===== src/hw/rpcb_regs.vh =====
// Register map, field positions, reset values and timing counts
// Operation
// RULE1: Field-off register, default 0x0A, gives field-off time in ms.
// RULE2: Recovery register, default 0x25, gives wait after field on in ms.
// RULE3: Select, continuous read and multi-tag apply field-off and recovery.
// RULE4: Nonzero family filter is sent so only matching tags answer.
// RULE5: Family filter applies only to type B and vicinity tags.
// RULE6: Type A select time-out, default 0x10, slices of about 300 us.
// RULE7: Type B select time-out, default 0x10, slices of about 300 us.
// RULE8: Short-range tag select time-out, default 0x10, 300 us slices.
// RULE9: Vicinity tag select time-out, default 0x10, about 9.6 ms; the code counts 300 us slices, so 4.8 ms at default.
// RULE10: Config three bit 0 replaces automatic time-outs by the RF pair; the sequencer ignores it, select operations keep per-tag time-outs.
// RULE11: Config three bit 2 makes continuous read return tag memory.
// RULE12: Bits 3,4,5 ignore missing start, guard error, missing end.
// RULE13: Config three bit 6 puts two-byte request answer in extended ID.
// RULE14: Config three bit 7 appends select acknowledge byte to ID.
// RULE15: Threshold upper nibble is min signal, lower nibble collision level.
// RULE16: Config four bit 0 skips write read-back, acknowledge is 0x00.
// RULE17: Config four bit 1 uses wake-up instead of request commands.
// RULE18: Config four bit 2 appends card number to high-speed select.
// RULE19: Config four bit 3 drops option and length bytes in transfers.
// RULE20: Host keeps card logical number zero for single-tag use.
// RULE21: Guard wait in bit-clock cycles; zero selects predefined timing.
// RULE22: Four conductance registers; register zero is selected by default.
// RULE23: Reserved configuration bits read zero and do nothing.
`ifndef RPCB_REGS_VH
`define RPCB_REGS_VH

`define RPCB_OFF_FIELD_OFF      8'h14
`define RPCB_OFF_RECOVERY       8'h15
`define RPCB_OFF_FAMILY         8'h16
`define RPCB_OFF_TMO_A          8'h17
`define RPCB_OFF_TMO_B          8'h18
`define RPCB_OFF_TMO_SR         8'h19
`define RPCB_OFF_TMO_V          8'h1A
`define RPCB_OFF_CFG3           8'h1B
`define RPCB_OFF_PAGE_START     8'h1C
`define RPCB_OFF_COND0          8'h1D
`define RPCB_OFF_THRESH         8'h1E
`define RPCB_OFF_PAGE_COUNT     8'h1F
`define RPCB_OFF_CFG4           8'h20
`define RPCB_OFF_CARD_NUM       8'h21
`define RPCB_OFF_GUARD_WAIT     8'h22
`define RPCB_OFF_COND1          8'h23
`define RPCB_OFF_COND2          8'h24
`define RPCB_OFF_COND3          8'h25
`define RPCB_OFF_USER_LO        8'h80
`define RPCB_OFF_USER_HI        8'hEF
`define RPCB_OFF_TMR_LO         8'h10
`define RPCB_OFF_TMR_HI         8'h11

`define RPCB_RST_FIELD_OFF      8'h0A
`define RPCB_RST_RECOVERY       8'h25
`define RPCB_RST_FAMILY         8'h00
`define RPCB_RST_TMO            8'h10
`define RPCB_RST_CFG            8'h00
`define RPCB_RST_COND0          8'h05
`define RPCB_RST_COND_N         8'h00
`define RPCB_RST_THRESH         8'hEB
`define RPCB_RST_TMR            16'h0300

`define RPCB_CFG3_MASK          8'hFD
`define RPCB_CFG4_MASK          8'h0F
`define RPCB_C3_NO_AUTO_TMO     0
`define RPCB_C3_PAGE_READ       2
`define RPCB_C3_NO_RX_SOF       3
`define RPCB_C3_NO_RX_EGT       4
`define RPCB_C3_NO_RX_EOF       5
`define RPCB_C3_REQ_EXT_ID      6
`define RPCB_C3_SAK_EXT_ID      7
`define RPCB_C4_NO_READBACK     0
`define RPCB_C4_WAKEUP          1
`define RPCB_C4_CARD_EXT_ID     2
`define RPCB_C4_HUGE_DATA       3

`define RPCB_CLK_HZ             40000000
`define RPCB_MS_CYC             (`RPCB_CLK_HZ / 1000)
`define RPCB_SLICE_NS           300000
`define RPCB_SLICE_CYC          (`RPCB_SLICE_NS / 25)
`define RPCB_BITCLK_NS          9400
`define RPCB_BITCLK_CYC         (`RPCB_BITCLK_NS / 25)

`define RPCB_OP_SELECT          3'd0
`define RPCB_OP_HS_SELECT       3'd1
`define RPCB_OP_CONT_READ       3'd2
`define RPCB_OP_MULTI_LIST      3'd3
`define RPCB_OP_MULTI_SEL       3'd4
`define RPCB_OP_LOGIN           3'd5
`define RPCB_OP_OTHER           3'd7

`define RPCB_TAG_A              3'd0
`define RPCB_TAG_B              3'd1
`define RPCB_TAG_SR             3'd2
`define RPCB_TAG_V              3'd3

`endif


===== src/hw/rpcb_bank.v =====
// Reader protocol configuration bank with field reset and time-out engine
`timescale 1ns/1ps
`include "rpcb_regs.vh"

module rpcb_bank #(
	parameter MS_CYC    = `RPCB_MS_CYC,
	parameter SLICE_CYC = `RPCB_SLICE_CYC
) (
	// Clock and reset
	input  wire       clk,
	input  wire       rstn,
	// Register port
	input  wire       reg_wr,
	input  wire       reg_rd,
	input  wire [7:0] reg_addr,
	input  wire [7:0] reg_wdata,
	output reg  [7:0] reg_rdata,
	output reg        reg_rvalid,
	// Operation request
	input  wire       op_start,
	input  wire [2:0] op_code,
	input  wire [2:0] op_tag,
	input  wire       op_rx_done,
	input  wire [1:0] cond_sel,
	output reg        op_busy,
	output reg        op_timeout,
	output reg        op_done,
	// Field and receiver controls
	output reg        field_on,
	output reg        rx_enable,
	output reg        family_enable,
	output reg  [7:0] family_value,
	output reg  [3:0] min_signal_level,
	output reg  [3:0] collision_level,
	output reg  [7:0] drive_conductance,
	output reg  [7:0] guard_wait_cycles,
	output reg        guard_predefined,
	// Protocol flags
	output reg        rf_timeout_override,
	output reg        cont_read_memory,
	output reg  [7:0] page_start,
	output reg  [7:0] page_count,
	output reg        ignore_missing_rx_start,
	output reg        ignore_rx_guard_error,
	output reg        ignore_missing_rx_end,
	output reg        ext_id_request_answer,
	output reg        ext_id_append_sak,
	output reg        skip_write_readback,
	output reg        use_wakeup,
	output reg        hs_select_append_card,
	output reg        transfer_huge_data,
	output reg  [7:0] card_logical_number
);

	////////////////////////////////////////////////////////////////////////
	localparam ST_IDLE = 5'b00001;
	localparam ST_OFF  = 5'b00010;
	localparam ST_REC  = 5'b00100;
	localparam ST_COMM = 5'b01000;
	localparam ST_DONE = 5'b10000;
	reg [7:0]  field_off_duration;
	reg [7:0]  field_recovery_duration;
	reg [7:0]  application_family_filter;
	reg [7:0]  select_timeout_type_a;
	reg [7:0]  select_timeout_type_b;
	reg [7:0]  select_timeout_short_range;
	reg [7:0]  select_timeout_vicinity;
	reg [7:0]  protocol_config_three;
	reg [7:0]  protocol_config_four;
	reg [7:0]  receive_threshold;
	reg [7:0]  receive_guard_wait;
	reg [15:0] rf_timeout_pair;
	reg [7:0]  cond [0:3];
	reg [7:0]  user_scratch_area [0:111];
	reg [4:0]  state;
	reg [7:0]  unit_left;
	reg [15:0] cyc_left;
	reg [15:0] slice_left;
	reg [2:0]  cur_op;
	reg [2:0]  cur_tag;
	reg [7:0]  rd_next;
	// Field reset is applied only by these operations
	function uses_field_reset;
		input [2:0] op;
		begin
			uses_field_reset = (op == `RPCB_OP_SELECT) ||
				(op == `RPCB_OP_CONT_READ) ||
				(op == `RPCB_OP_MULTI_LIST) ||
				(op == `RPCB_OP_MULTI_SEL);
		end
	endfunction

	// Select, continuous read, multi-tag, high-speed select except short-range, and type A login take the per-tag time-out
	function is_select_op;
		input [2:0] op;
		input [2:0] tag;
		begin
			case (op)
			`RPCB_OP_SELECT, `RPCB_OP_CONT_READ, `RPCB_OP_MULTI_LIST,
			`RPCB_OP_MULTI_SEL: is_select_op = 1'b1;
			`RPCB_OP_HS_SELECT: is_select_op = (tag != `RPCB_TAG_SR);
			`RPCB_OP_LOGIN:     is_select_op = (tag == `RPCB_TAG_A);
			default:            is_select_op = 1'b0;
			endcase
		end
	endfunction

	function [15:0] pick_timeout;
		input [2:0] op;
		input [2:0] tag;
		begin
			if (!is_select_op(op, tag))
				pick_timeout = (rf_timeout_pair == 16'h0000) ?
					16'h0001 : rf_timeout_pair;
			else
				case (tag)
				`RPCB_TAG_A:  pick_timeout = {8'h00,
					select_timeout_type_a}; // [RULE6]
				`RPCB_TAG_B:  pick_timeout = {8'h00,
					select_timeout_type_b}; // [RULE7]
				`RPCB_TAG_SR: pick_timeout = {8'h00,
					select_timeout_short_range}; // [RULE8]
				default:      pick_timeout = {8'h00,
					select_timeout_vicinity}; // [RULE9]
				endcase
		end
	endfunction
	wire addr_user = (reg_addr >= `RPCB_OFF_USER_LO) &&
		(reg_addr <= `RPCB_OFF_USER_HI);
	wire [6:0] user_idx = reg_addr[6:0];

	////////////////////////////////////////////////////////////////////////
	// Register writes
	always @(posedge clk) begin
		if (!rstn) begin
			field_off_duration         <= `RPCB_RST_FIELD_OFF; // [RULE1]
			field_recovery_duration    <= `RPCB_RST_RECOVERY; // [RULE2]
			application_family_filter  <= `RPCB_RST_FAMILY;
			select_timeout_type_a      <= `RPCB_RST_TMO;
			select_timeout_type_b      <= `RPCB_RST_TMO;
			select_timeout_short_range <= `RPCB_RST_TMO;
			select_timeout_vicinity    <= `RPCB_RST_TMO;
			protocol_config_three      <= `RPCB_RST_CFG;
			protocol_config_four       <= `RPCB_RST_CFG;
			receive_threshold          <= `RPCB_RST_THRESH;
			receive_guard_wait         <= `RPCB_RST_CFG;
			card_logical_number        <= `RPCB_RST_CFG; // [RULE20]
			page_start                 <= `RPCB_RST_CFG;
			page_count                 <= `RPCB_RST_CFG;
			rf_timeout_pair            <= `RPCB_RST_TMR;
			cond[0]                    <= `RPCB_RST_COND0; // [RULE22]
			cond[1]                    <= `RPCB_RST_COND_N;
			cond[2]                    <= `RPCB_RST_COND_N;
			cond[3]                    <= `RPCB_RST_COND_N;
		end else if (reg_wr) begin
			case (reg_addr)
			`RPCB_OFF_FIELD_OFF:   field_off_duration <= reg_wdata;
			`RPCB_OFF_RECOVERY:    field_recovery_duration <= reg_wdata;
			`RPCB_OFF_FAMILY:      application_family_filter <= reg_wdata;
			`RPCB_OFF_TMO_A:       select_timeout_type_a <= reg_wdata;
			`RPCB_OFF_TMO_B:       select_timeout_type_b <= reg_wdata;
			`RPCB_OFF_TMO_SR:      select_timeout_short_range <= reg_wdata;
			`RPCB_OFF_TMO_V:       select_timeout_vicinity <= reg_wdata;
			`RPCB_OFF_CFG3:        protocol_config_three <=
				reg_wdata & `RPCB_CFG3_MASK; // [RULE23]
			`RPCB_OFF_CFG4:        protocol_config_four <=
				reg_wdata & `RPCB_CFG4_MASK; // [RULE23]
			`RPCB_OFF_PAGE_START:  page_start <= reg_wdata;
			`RPCB_OFF_PAGE_COUNT:  page_count <= reg_wdata;
			`RPCB_OFF_THRESH:      receive_threshold <= reg_wdata;
			`RPCB_OFF_CARD_NUM:    card_logical_number <= reg_wdata;
			`RPCB_OFF_GUARD_WAIT:  receive_guard_wait <= reg_wdata;
			`RPCB_OFF_TMR_LO:      rf_timeout_pair[15:8] <= reg_wdata;
			`RPCB_OFF_TMR_HI:      rf_timeout_pair[7:0] <= reg_wdata;
			`RPCB_OFF_COND0:       cond[0] <= reg_wdata;
			`RPCB_OFF_COND1:       cond[1] <= reg_wdata;
			`RPCB_OFF_COND2:       cond[2] <= reg_wdata;
			`RPCB_OFF_COND3:       cond[3] <= reg_wdata;
			default: ;
			endcase
		end
	end

	// Scratch area has no reset; a RAM would not have one either
	always @(posedge clk) begin
		if (reg_wr && addr_user)
			user_scratch_area[user_idx] <= reg_wdata;
	end

	////////////////////////////////////////////////////////////////////////
	// Register reads, one cycle latency
	always @* begin
		case (reg_addr)
		`RPCB_OFF_FIELD_OFF:   rd_next = field_off_duration;
		`RPCB_OFF_RECOVERY:    rd_next = field_recovery_duration;
		`RPCB_OFF_FAMILY:      rd_next = application_family_filter;
		`RPCB_OFF_TMO_A:       rd_next = select_timeout_type_a;
		`RPCB_OFF_TMO_B:       rd_next = select_timeout_type_b;
		`RPCB_OFF_TMO_SR:      rd_next = select_timeout_short_range;
		`RPCB_OFF_TMO_V:       rd_next = select_timeout_vicinity;
		`RPCB_OFF_CFG3:        rd_next = protocol_config_three;
		`RPCB_OFF_CFG4:        rd_next = protocol_config_four;
		`RPCB_OFF_PAGE_START:  rd_next = page_start;
		`RPCB_OFF_PAGE_COUNT:  rd_next = page_count;
		`RPCB_OFF_THRESH:      rd_next = receive_threshold;
		`RPCB_OFF_CARD_NUM:    rd_next = card_logical_number;
		`RPCB_OFF_GUARD_WAIT:  rd_next = receive_guard_wait;
		`RPCB_OFF_TMR_LO:      rd_next = rf_timeout_pair[15:8];
		`RPCB_OFF_TMR_HI:      rd_next = rf_timeout_pair[7:0];
		`RPCB_OFF_COND0:       rd_next = cond[0];
		`RPCB_OFF_COND1:       rd_next = cond[1];
		`RPCB_OFF_COND2:       rd_next = cond[2];
		`RPCB_OFF_COND3:       rd_next = cond[3];
		default:
			rd_next = addr_user ? user_scratch_area[user_idx] : 8'h00;
		endcase
	end

	always @(posedge clk) begin
		if (!rstn) begin
			reg_rdata  <= 8'h00;
			reg_rvalid <= 1'b0;
		end else begin
			reg_rvalid <= reg_rd;
			if (reg_rd)
				reg_rdata <= rd_next;
		end
	end

	////////////////////////////////////////////////////////////////////////
	// Field reset and communication time-out sequencer
	always @(posedge clk) begin
		if (!rstn) begin
			state      <= ST_IDLE;
			unit_left  <= 8'h00;
			cyc_left   <= 16'h0000;
			slice_left <= 16'h0000;
			cur_op     <= `RPCB_OP_OTHER;
			cur_tag    <= `RPCB_TAG_A;
			field_on   <= 1'b1;
			rx_enable  <= 1'b0;
			op_busy    <= 1'b0;
			op_timeout <= 1'b0;
			op_done    <= 1'b0;
		end else begin
			op_done <= 1'b0;
			case (state)
			ST_IDLE: begin
				rx_enable <= 1'b0;
				if (op_start) begin
					cur_op     <= op_code;
					cur_tag    <= op_tag;
					op_busy    <= 1'b1;
					op_timeout <= 1'b0;
					cyc_left   <= MS_CYC[15:0] - 16'h0001;
					if (uses_field_reset(op_code)) begin // [RULE3]
						field_on  <= 1'b0;
						unit_left <= field_off_duration; // [RULE1]
						state     <= ST_OFF;
					end else begin
						slice_left <= pick_timeout(op_code, op_tag);
						cyc_left   <= SLICE_CYC[15:0] - 16'h0001;
						state      <= ST_COMM;
					end
				end
			end
			ST_OFF: begin
				if (unit_left == 8'h00) begin
					field_on  <= 1'b1;
					unit_left <= field_recovery_duration; // [RULE2]
					cyc_left  <= MS_CYC[15:0] - 16'h0001;
					state     <= ST_REC;
				end else if (cyc_left == 16'h0000) begin
					cyc_left  <= MS_CYC[15:0] - 16'h0001;
					unit_left <= unit_left - 8'h01;
				end else
					cyc_left <= cyc_left - 16'h0001;
			end
			ST_REC: begin
				if (unit_left == 8'h00) begin
					slice_left <= pick_timeout(cur_op, cur_tag);
					cyc_left   <= SLICE_CYC[15:0] - 16'h0001;
					state      <= ST_COMM;
				end else if (cyc_left == 16'h0000) begin
					cyc_left  <= MS_CYC[15:0] - 16'h0001;
					unit_left <= unit_left - 8'h01;
				end else
					cyc_left <= cyc_left - 16'h0001;
			end
			ST_COMM: begin
				rx_enable <= 1'b1;
				if (op_rx_done) begin
					state <= ST_DONE;
				end else if (slice_left == 16'h0000) begin
					op_timeout <= 1'b1;
					state      <= ST_DONE;
				end else if (cyc_left == 16'h0000) begin
					cyc_left   <= SLICE_CYC[15:0] - 16'h0001;
					slice_left <= slice_left - 16'h0001;
				end else
					cyc_left <= cyc_left - 16'h0001;
			end
			ST_DONE: begin
				rx_enable <= 1'b0;
				op_busy   <= 1'b0;
				op_done   <= 1'b1;
				state     <= ST_IDLE;
			end
			default: state <= ST_IDLE;
			endcase
		end
	end

	////////////////////////////////////////////////////////////////////////
	// Registered decode of the flags for the protocol engine
	always @(posedge clk) begin
		if (!rstn) begin
			family_enable           <= 1'b0;
			family_value            <= 8'h00;
			min_signal_level        <= 4'h0;
			collision_level         <= 4'h0;
			drive_conductance       <= 8'h00;
			guard_wait_cycles       <= 8'h00;
			guard_predefined        <= 1'b1;
			rf_timeout_override     <= 1'b0;
			cont_read_memory        <= 1'b0;
			ignore_missing_rx_start <= 1'b0;
			ignore_rx_guard_error   <= 1'b0;
			ignore_missing_rx_end   <= 1'b0;
			ext_id_request_answer   <= 1'b0;
			ext_id_append_sak       <= 1'b0;
			skip_write_readback     <= 1'b0;
			use_wakeup              <= 1'b0;
			hs_select_append_card   <= 1'b0;
			transfer_huge_data      <= 1'b0;
		end else begin
			family_enable <= (application_family_filter != 8'h00) &&
				((op_tag == `RPCB_TAG_B) ||
				(op_tag == `RPCB_TAG_V)); // [RULE4] [RULE5]
			family_value     <= application_family_filter; // [RULE4]
			min_signal_level <= receive_threshold[7:4]; // [RULE15]
			collision_level  <= receive_threshold[3:0]; // [RULE15]
			drive_conductance <= cond[cond_sel]; // [RULE22]
			guard_wait_cycles <= receive_guard_wait; // [RULE21]
			guard_predefined  <= (receive_guard_wait == 8'h00); // [RULE21]
			rf_timeout_override <=
				protocol_config_three[`RPCB_C3_NO_AUTO_TMO]; // [RULE10]
			cont_read_memory <=
				protocol_config_three[`RPCB_C3_PAGE_READ]; // [RULE11]
			ignore_missing_rx_start <=
				protocol_config_three[`RPCB_C3_NO_RX_SOF]; // [RULE12]
			ignore_rx_guard_error <=
				protocol_config_three[`RPCB_C3_NO_RX_EGT]; // [RULE12]
			ignore_missing_rx_end <=
				protocol_config_three[`RPCB_C3_NO_RX_EOF]; // [RULE12]
			ext_id_request_answer <=
				protocol_config_three[`RPCB_C3_REQ_EXT_ID]; // [RULE13]
			ext_id_append_sak <=
				protocol_config_three[`RPCB_C3_SAK_EXT_ID]; // [RULE14]
			skip_write_readback <=
				protocol_config_four[`RPCB_C4_NO_READBACK]; // [RULE16]
			use_wakeup <=
				protocol_config_four[`RPCB_C4_WAKEUP]; // [RULE17]
			hs_select_append_card <=
				protocol_config_four[`RPCB_C4_CARD_EXT_ID]; // [RULE18]
			transfer_huge_data <=
				protocol_config_four[`RPCB_C4_HUGE_DATA]; // [RULE19]
		end
	end

endmodule


===== config.mk =====
export PLATFORM = sky130hd
export DESIGN_NAME = rpcb_bank
export DESIGN_NICKNAME = d
export VERILOG_FILES = /design/src/hw/rpcb_bank.v
export VERILOG_INCLUDE_DIRS = /design/src /design/src/hw
export SDC_FILE = /design/constraint.sdc
export NUM_CORES = 2
export LEC_CHECK = 0
export BUFFER_PORTS_ARGS = -buffer_cell sky130_fd_sc_hd__buf_2
export CORE_UTILIZATION = 55
export CTS_BUF_LIST = sky130_fd_sc_hd__clkbuf_4
export DETAILED_ROUTE_END_ITERATION = 12
export GPL_TIMING_DRIVEN = 0
export PLACE_DENSITY = 0.7
export RECOVER_POWER = 100
export SLEW_MARGIN = 10
export SYNTH_ARGS = -nofsm -noshare
export SYNTH_HDL_FRONTEND = slang
export SYNTH_SLANG_ARGS = --single-unit

===== constraint.sdc =====
create_clock -name clk -period 7.25 [get_ports clk]
set_input_delay 1.8125 -clock clk [delete_from_list [all_inputs] [get_ports clk]]
set_output_delay 1.8125 -clock clk [all_outputs]
set_load 0.01 [all_outputs]

# Word-level counts from Yosys, hierarchy flattened
# Memory sizes are Yosys's and may differ from the RTL's. A register that Yosys moved wholly into a read port is not among the register bits.
# Index checks and enable logic that the tools add are counted.
# classes
addsub	3
n_lt_le_gt_ge	2
n_eq_ne	53
n_mux	80
bitwise	4
reduce_logical	52
# ops
operator	count
16-bit two-way mux	17
8-bit one-hot mux with 20 select lines	1
8-bit by 5-bit == test with 1-bit output (second input constant)	14
8-bit two-way mux	10
8-bit one-hot mux with 3 select lines	3
16-bit one-hot mux with 4 select lines	1
8-bit by 6-bit == test with 1-bit output (second input constant)	6
16-bit zero test	3
16-bit one-hot mux with 3 select lines	1
2-bit AND reduction	18
1-bit two-way mux	34
16-bit by 1-bit subtractor with 16-bit output (second input constant)	2
5-bit two-way mux	5
3-bit by 2-bit == test with 1-bit output (second input constant)	7
2-bit != test (second input constant)	10
5-bit one-hot mux with 4 select lines	1
4-bit AND reduction	5
8-bit zero test	2
3-bit by 1-bit == test with 1-bit output (second input constant)	4
3-bit == test (second input constant)	4
3-bit zero test	4
8-bit greater-or-equal comparator (second input constant)	1
8-bit less-or-equal comparator (second input constant)	1
1-bit one-hot mux with 2 select lines	4
other kinds (21)	36
# totals
ff_bits	225
mem_bits_rw	928
inputBits	30
wordCells	242
memories	2
# memory_table
name	depth	word_bits	rd	rd_ports_with_merged_regs	write_ports	line	rtl
user_scratch_area	112	8	1	0	1	rpcb_bank.v:74	reg [7:0] user_scratch_area [0:111];
cond	4	8	5	1	4	rpcb_bank.v:73	reg [7:0] cond [0:3];

# Logic depth before layout (Yosys ltp)
# logic_depth
ltp_word	12
depth_mapped	11
depth_no_buf	8

# Least setup slack after synthesis
# No wires, ideal clock.
# synth_path
path_kind	input to register
from	input reg_addr[0]
to	memory user_scratch_area[28][0], enable pin
setup_time_ps	371
arrival_ps	3803
t_required_ps	6879
slack_ps	3076
stages	9
path_buffers	6
cell_sequence	buf_4 buf_6 buf_4 buf_4 buf_2 nor2_1 nand2_1 clkbuf_1 nor2_1
# synth_between
elab_chain_len	5
# synth_rtl
element	line	rtl
start: declaration	rpcb_bank.v:15	input wire [7:0] reg_addr,
8-bit greater-or-equal comparator (no line) / 8-bit less-or-equal comparator (equally long branches)	n/a	
1-bit logical AND	rpcb_bank.v:128	wire addr_user = (reg_addr >= `RPCB_OFF_USER_LO) &&
1-bit logical AND	rpcb_bank.v:186	if (reg_wr && addr_user)
1-bit two-way mux	rpcb_bank.v:186	
1-bit two-way mux (implied by the code)	rpcb_bank.v:187	user_scratch_area[user_idx] <= reg_wdata;
end: declaration	rpcb_bank.v:74	
# Several ways; a longest one is shown, not always the timed one.

# Worst setup path after layout
# layout_path
from	input reg_addr[0]
to	register reg_rdata[0]
# layout_between
elab_chain_len	4
# layout_rtl
element	line	rtl
parallel branches: the longest is 3 deep, another holds memory read 112 x 8 bit	n/a	
8-bit one-hot mux with 20 select lines *	rpcb_bank.v:193	case (reg_addr)
end signal: assignment	rpcb_bank.v:226	reg_rdata <= rd_next;
end: declaration	rpcb_bank.v:17	output reg [7:0] reg_rdata,
# Mark *: on every way between the ends.
# A chain may end at the register's enable or synchronous reset.

==> run metrics <==
Post CTS Setup Buffer Count 0; failing checks max-capacitance violations, max-slew violations; part of the Yosys area used for sequential elements between 60% and 70%; Congestion Overflow GR 0; Worst-Margin Slew 3187 ps; cell at the root of the clock tree clkbuf_4; hold violation total from the final report 0; vias in the first global route 31.76k; crit share post-route approximately 90%; top-level port count 113; overall power about 14,000 uW; portion of synthesized cell area occupied by the leading cell type 58.69%; initial antenna violation count 12; Hold Path Cell Cnt 2; Slew Viols, Final about 800; Final nets 3,531; crit end category flop; flop and latch count out of synthesis 1,161; TritonCTS clock tree done; final weighted congestion in routability-driven placement just over 1; Placed Cells 4,331; type of the worst setup path input pin to flop; Pre-antenna DRT Iters 7; floorplan die width 295.8 um; commonest non-fill, non-tap cell in the layout edfxtp_1; pin count of the biggest net entering global routing 76; flip-flop cell with the highest count after synthesis edfxtp_1; maxcap violations 20; fraction of final layout cells sized beyond drive strength 1 21.01%; Peak Freq 153.4 MHz; worst hold margin 460.4 ps; total length of routed wires between 150,000 and 200,000 um; Vias ~33k; gate count of the mapped netlist 3,077; VDD IR max 0.1997 mV; cts repair resizes 0; Wirelength per Cell 35.39 um; DRC violation count after routing 0; Pwr Density approximately 270 nW/um2; initial cell density of the core 55.67%; slack of the worst reg-to-reg path ~3000 ps; maximum fanout count along the critical path 10; Synth async-reset ratio 0%; core region area 85,280 um2; Core Rows 107; Max clock buf depth 4; Leak 0.01762 uW; setup tns final 0 ps; syn nets 3,113; most frequent cells in the layout edfxtp_1, clkbuf_4, clkbuf_1, dfxtp_1, nand2_1; clock latency reported for the late side of the worst-skew pair about 1200 ps; buffers added on ports 101; area added between synthesis and finish 11.58%; worst min-delay path category flop to flop; number of nets still failing antenna checks after routing 0; synth warn 0; number of setup violations in the final report 0; vertical die dimension 295.8 um; wire length of the first global-routing pass 234,600 um; dpl hpwl 116,600 um; clk sinks 1,161; Iter 0 DRT Violations about 4.4k; final core utilization between 60% and 70%; Die Area slightly below 90,000 um2; worst reg-to-reg path cell count 7; Avg Cell Area, Syn between 15 and 20 um2; total standard cell area after synthesis 47,480 um2; total track usage 39.47%; CP startpoint kind input pin; critical path data arrival time 7590 ps; outcome finished with violations; final cell count without fillers 4,838; number of enable-type register cells in the synthesized netlist slightly above 900; number of buffers created by CTS 306; number of hold buffers added after CTS 0; setup repair after global routing missed its margin no; cell type with the largest total area after synthesis edfxtp_1; Tmin final 6519 ps; Req. time, crit path around 8300 ps; H-tree Lvls 5; clock-pin slew on the worst setup and hold paths 70 ps; Slew headroom -112.4%; Final Skew about 110 ps; Distinct cells, synth 86; average vias per placed instance roughly 6.7; cell types with the largest area share after synthesis edfxtp_1, dfxtp_1, mux4_2
==> report_power, final <==
part	leakage (uW)	switching (uW)	internal, uW	total, uW
registers	0.0102	71.9	7260	7330
clock network	0.00218	2650	2870	5520
logic	0.00520	843	365	1210
total	0.0176	3570	10500	14100
==> routing by layer <==
layer	vias to the layer above	track usage, %	share of wire (%)
li1	13240	-	-
met1	16201	48.39	35
met2	2584	62.04	47
met3	592	10.32	11
met4	4	26.18	7.4
met5	-	0	0.019
==> stage by stage <==
stage | worst slack, ps | area, um2
after floorplan | 3076 | 47480
after global placement | 640.8 | 49410
after detailed placement | 595.0 | 49680
after CTS | 1832 | 53300
after global routing | 937.0 | 52970
final | 730.6 | 52970
==> flip-flops by register name (all words and copies together), names as in the netlist, 16 cells and up <==
signal and flops:
cond 32, rf_timeout_pair 16, user_scratch_area 896, slice_left 16
cyc_left 16
==> final timing paths <==
check	startpoint	to
max	reg_addr[0]	reg_rdata[0]$_SDFFE_PN0P_
min	op_busy$_SDFFE_PN0P_	op_busy$_SDFFE_PN0P_
max reg2reg	unit_left[3]$_SDFFE_PN0P_	slice_left[0]$_SDFFE_PN0P_
min reg2reg	op_busy$_SDFFE_PN0P_	op_busy$_SDFFE_PN0P_
==> area by class of cell <==
cell class                      count  area [um2]
Sequential cell                  1161       32530
Fill cell                        6503       32310
Multi-Input combinational cell   1690       13890
Clock buffer                      425        3191
Tap cell                         1144        1431
Buffer                            209       923.4
Timing Repair Buffer              110       498.0
Clock inverter                     76       430.4
Inverter                           17       63.81
Antenna cell                        6       15.01
==> synthesized netlist by cell type (15+ instances only) <==
| library cell | instances |
|---|---|
| and2_1 | 90 |
| nor3_1 | 31 |
| inv_1 | 15 |
| o22ai_1 | 32 |
| buf_2 | 57 |
| nand2_1 | 216 |
| o221ai_1 | 28 |
| dfxtp_1 | 233 |
| nand4_1 | 17 |
| a21oi_1 | 129 |
| a22oi_1 | 69 |
| a211oi_1 | 36 |
| nor4_1 | 22 |
| a22o_1 | 31 |
| nor2_1 | 209 |
| mux4_2 | 203 |
| a31oi_1 | 17 |
| edfxtp_1 | 928 |
| clkbuf_1 | 119 |
| mux2i_1 | 146 |
| buf_4 | 17 |
| o21ai_0 | 34 |
| nand3_1 | 123 |
| mux2_2 | 15 |
==> critical path, stage by stage <==
cell and delay, ps:
buf_4 170, clkbuf_1 930, clkbuf_1 1240, nand3_1 810
clkbuf_1 600, o221ai_1 340, a21oi_1 90, a211oi_1 840
o31ai_1 460, a21oi_1 240
==> cell families (layout without fill, tap and decap cells) <==
kind of cell,count (synthesis),in the layout,share of synthesized area (%)
DFF,1161,1161,68.52
AOI/OAI and AO/OA,511,511,7.714
adders and majority gates,6,6,0.1581
buffers and inverters,226,837,2.182
xor gates and xnor gates,10,10,0.1845
and+or+nand+nor,799,799,8.180
other,0,6,0
muxes,364,364,13.06
(Power assumes the default switching activity.)
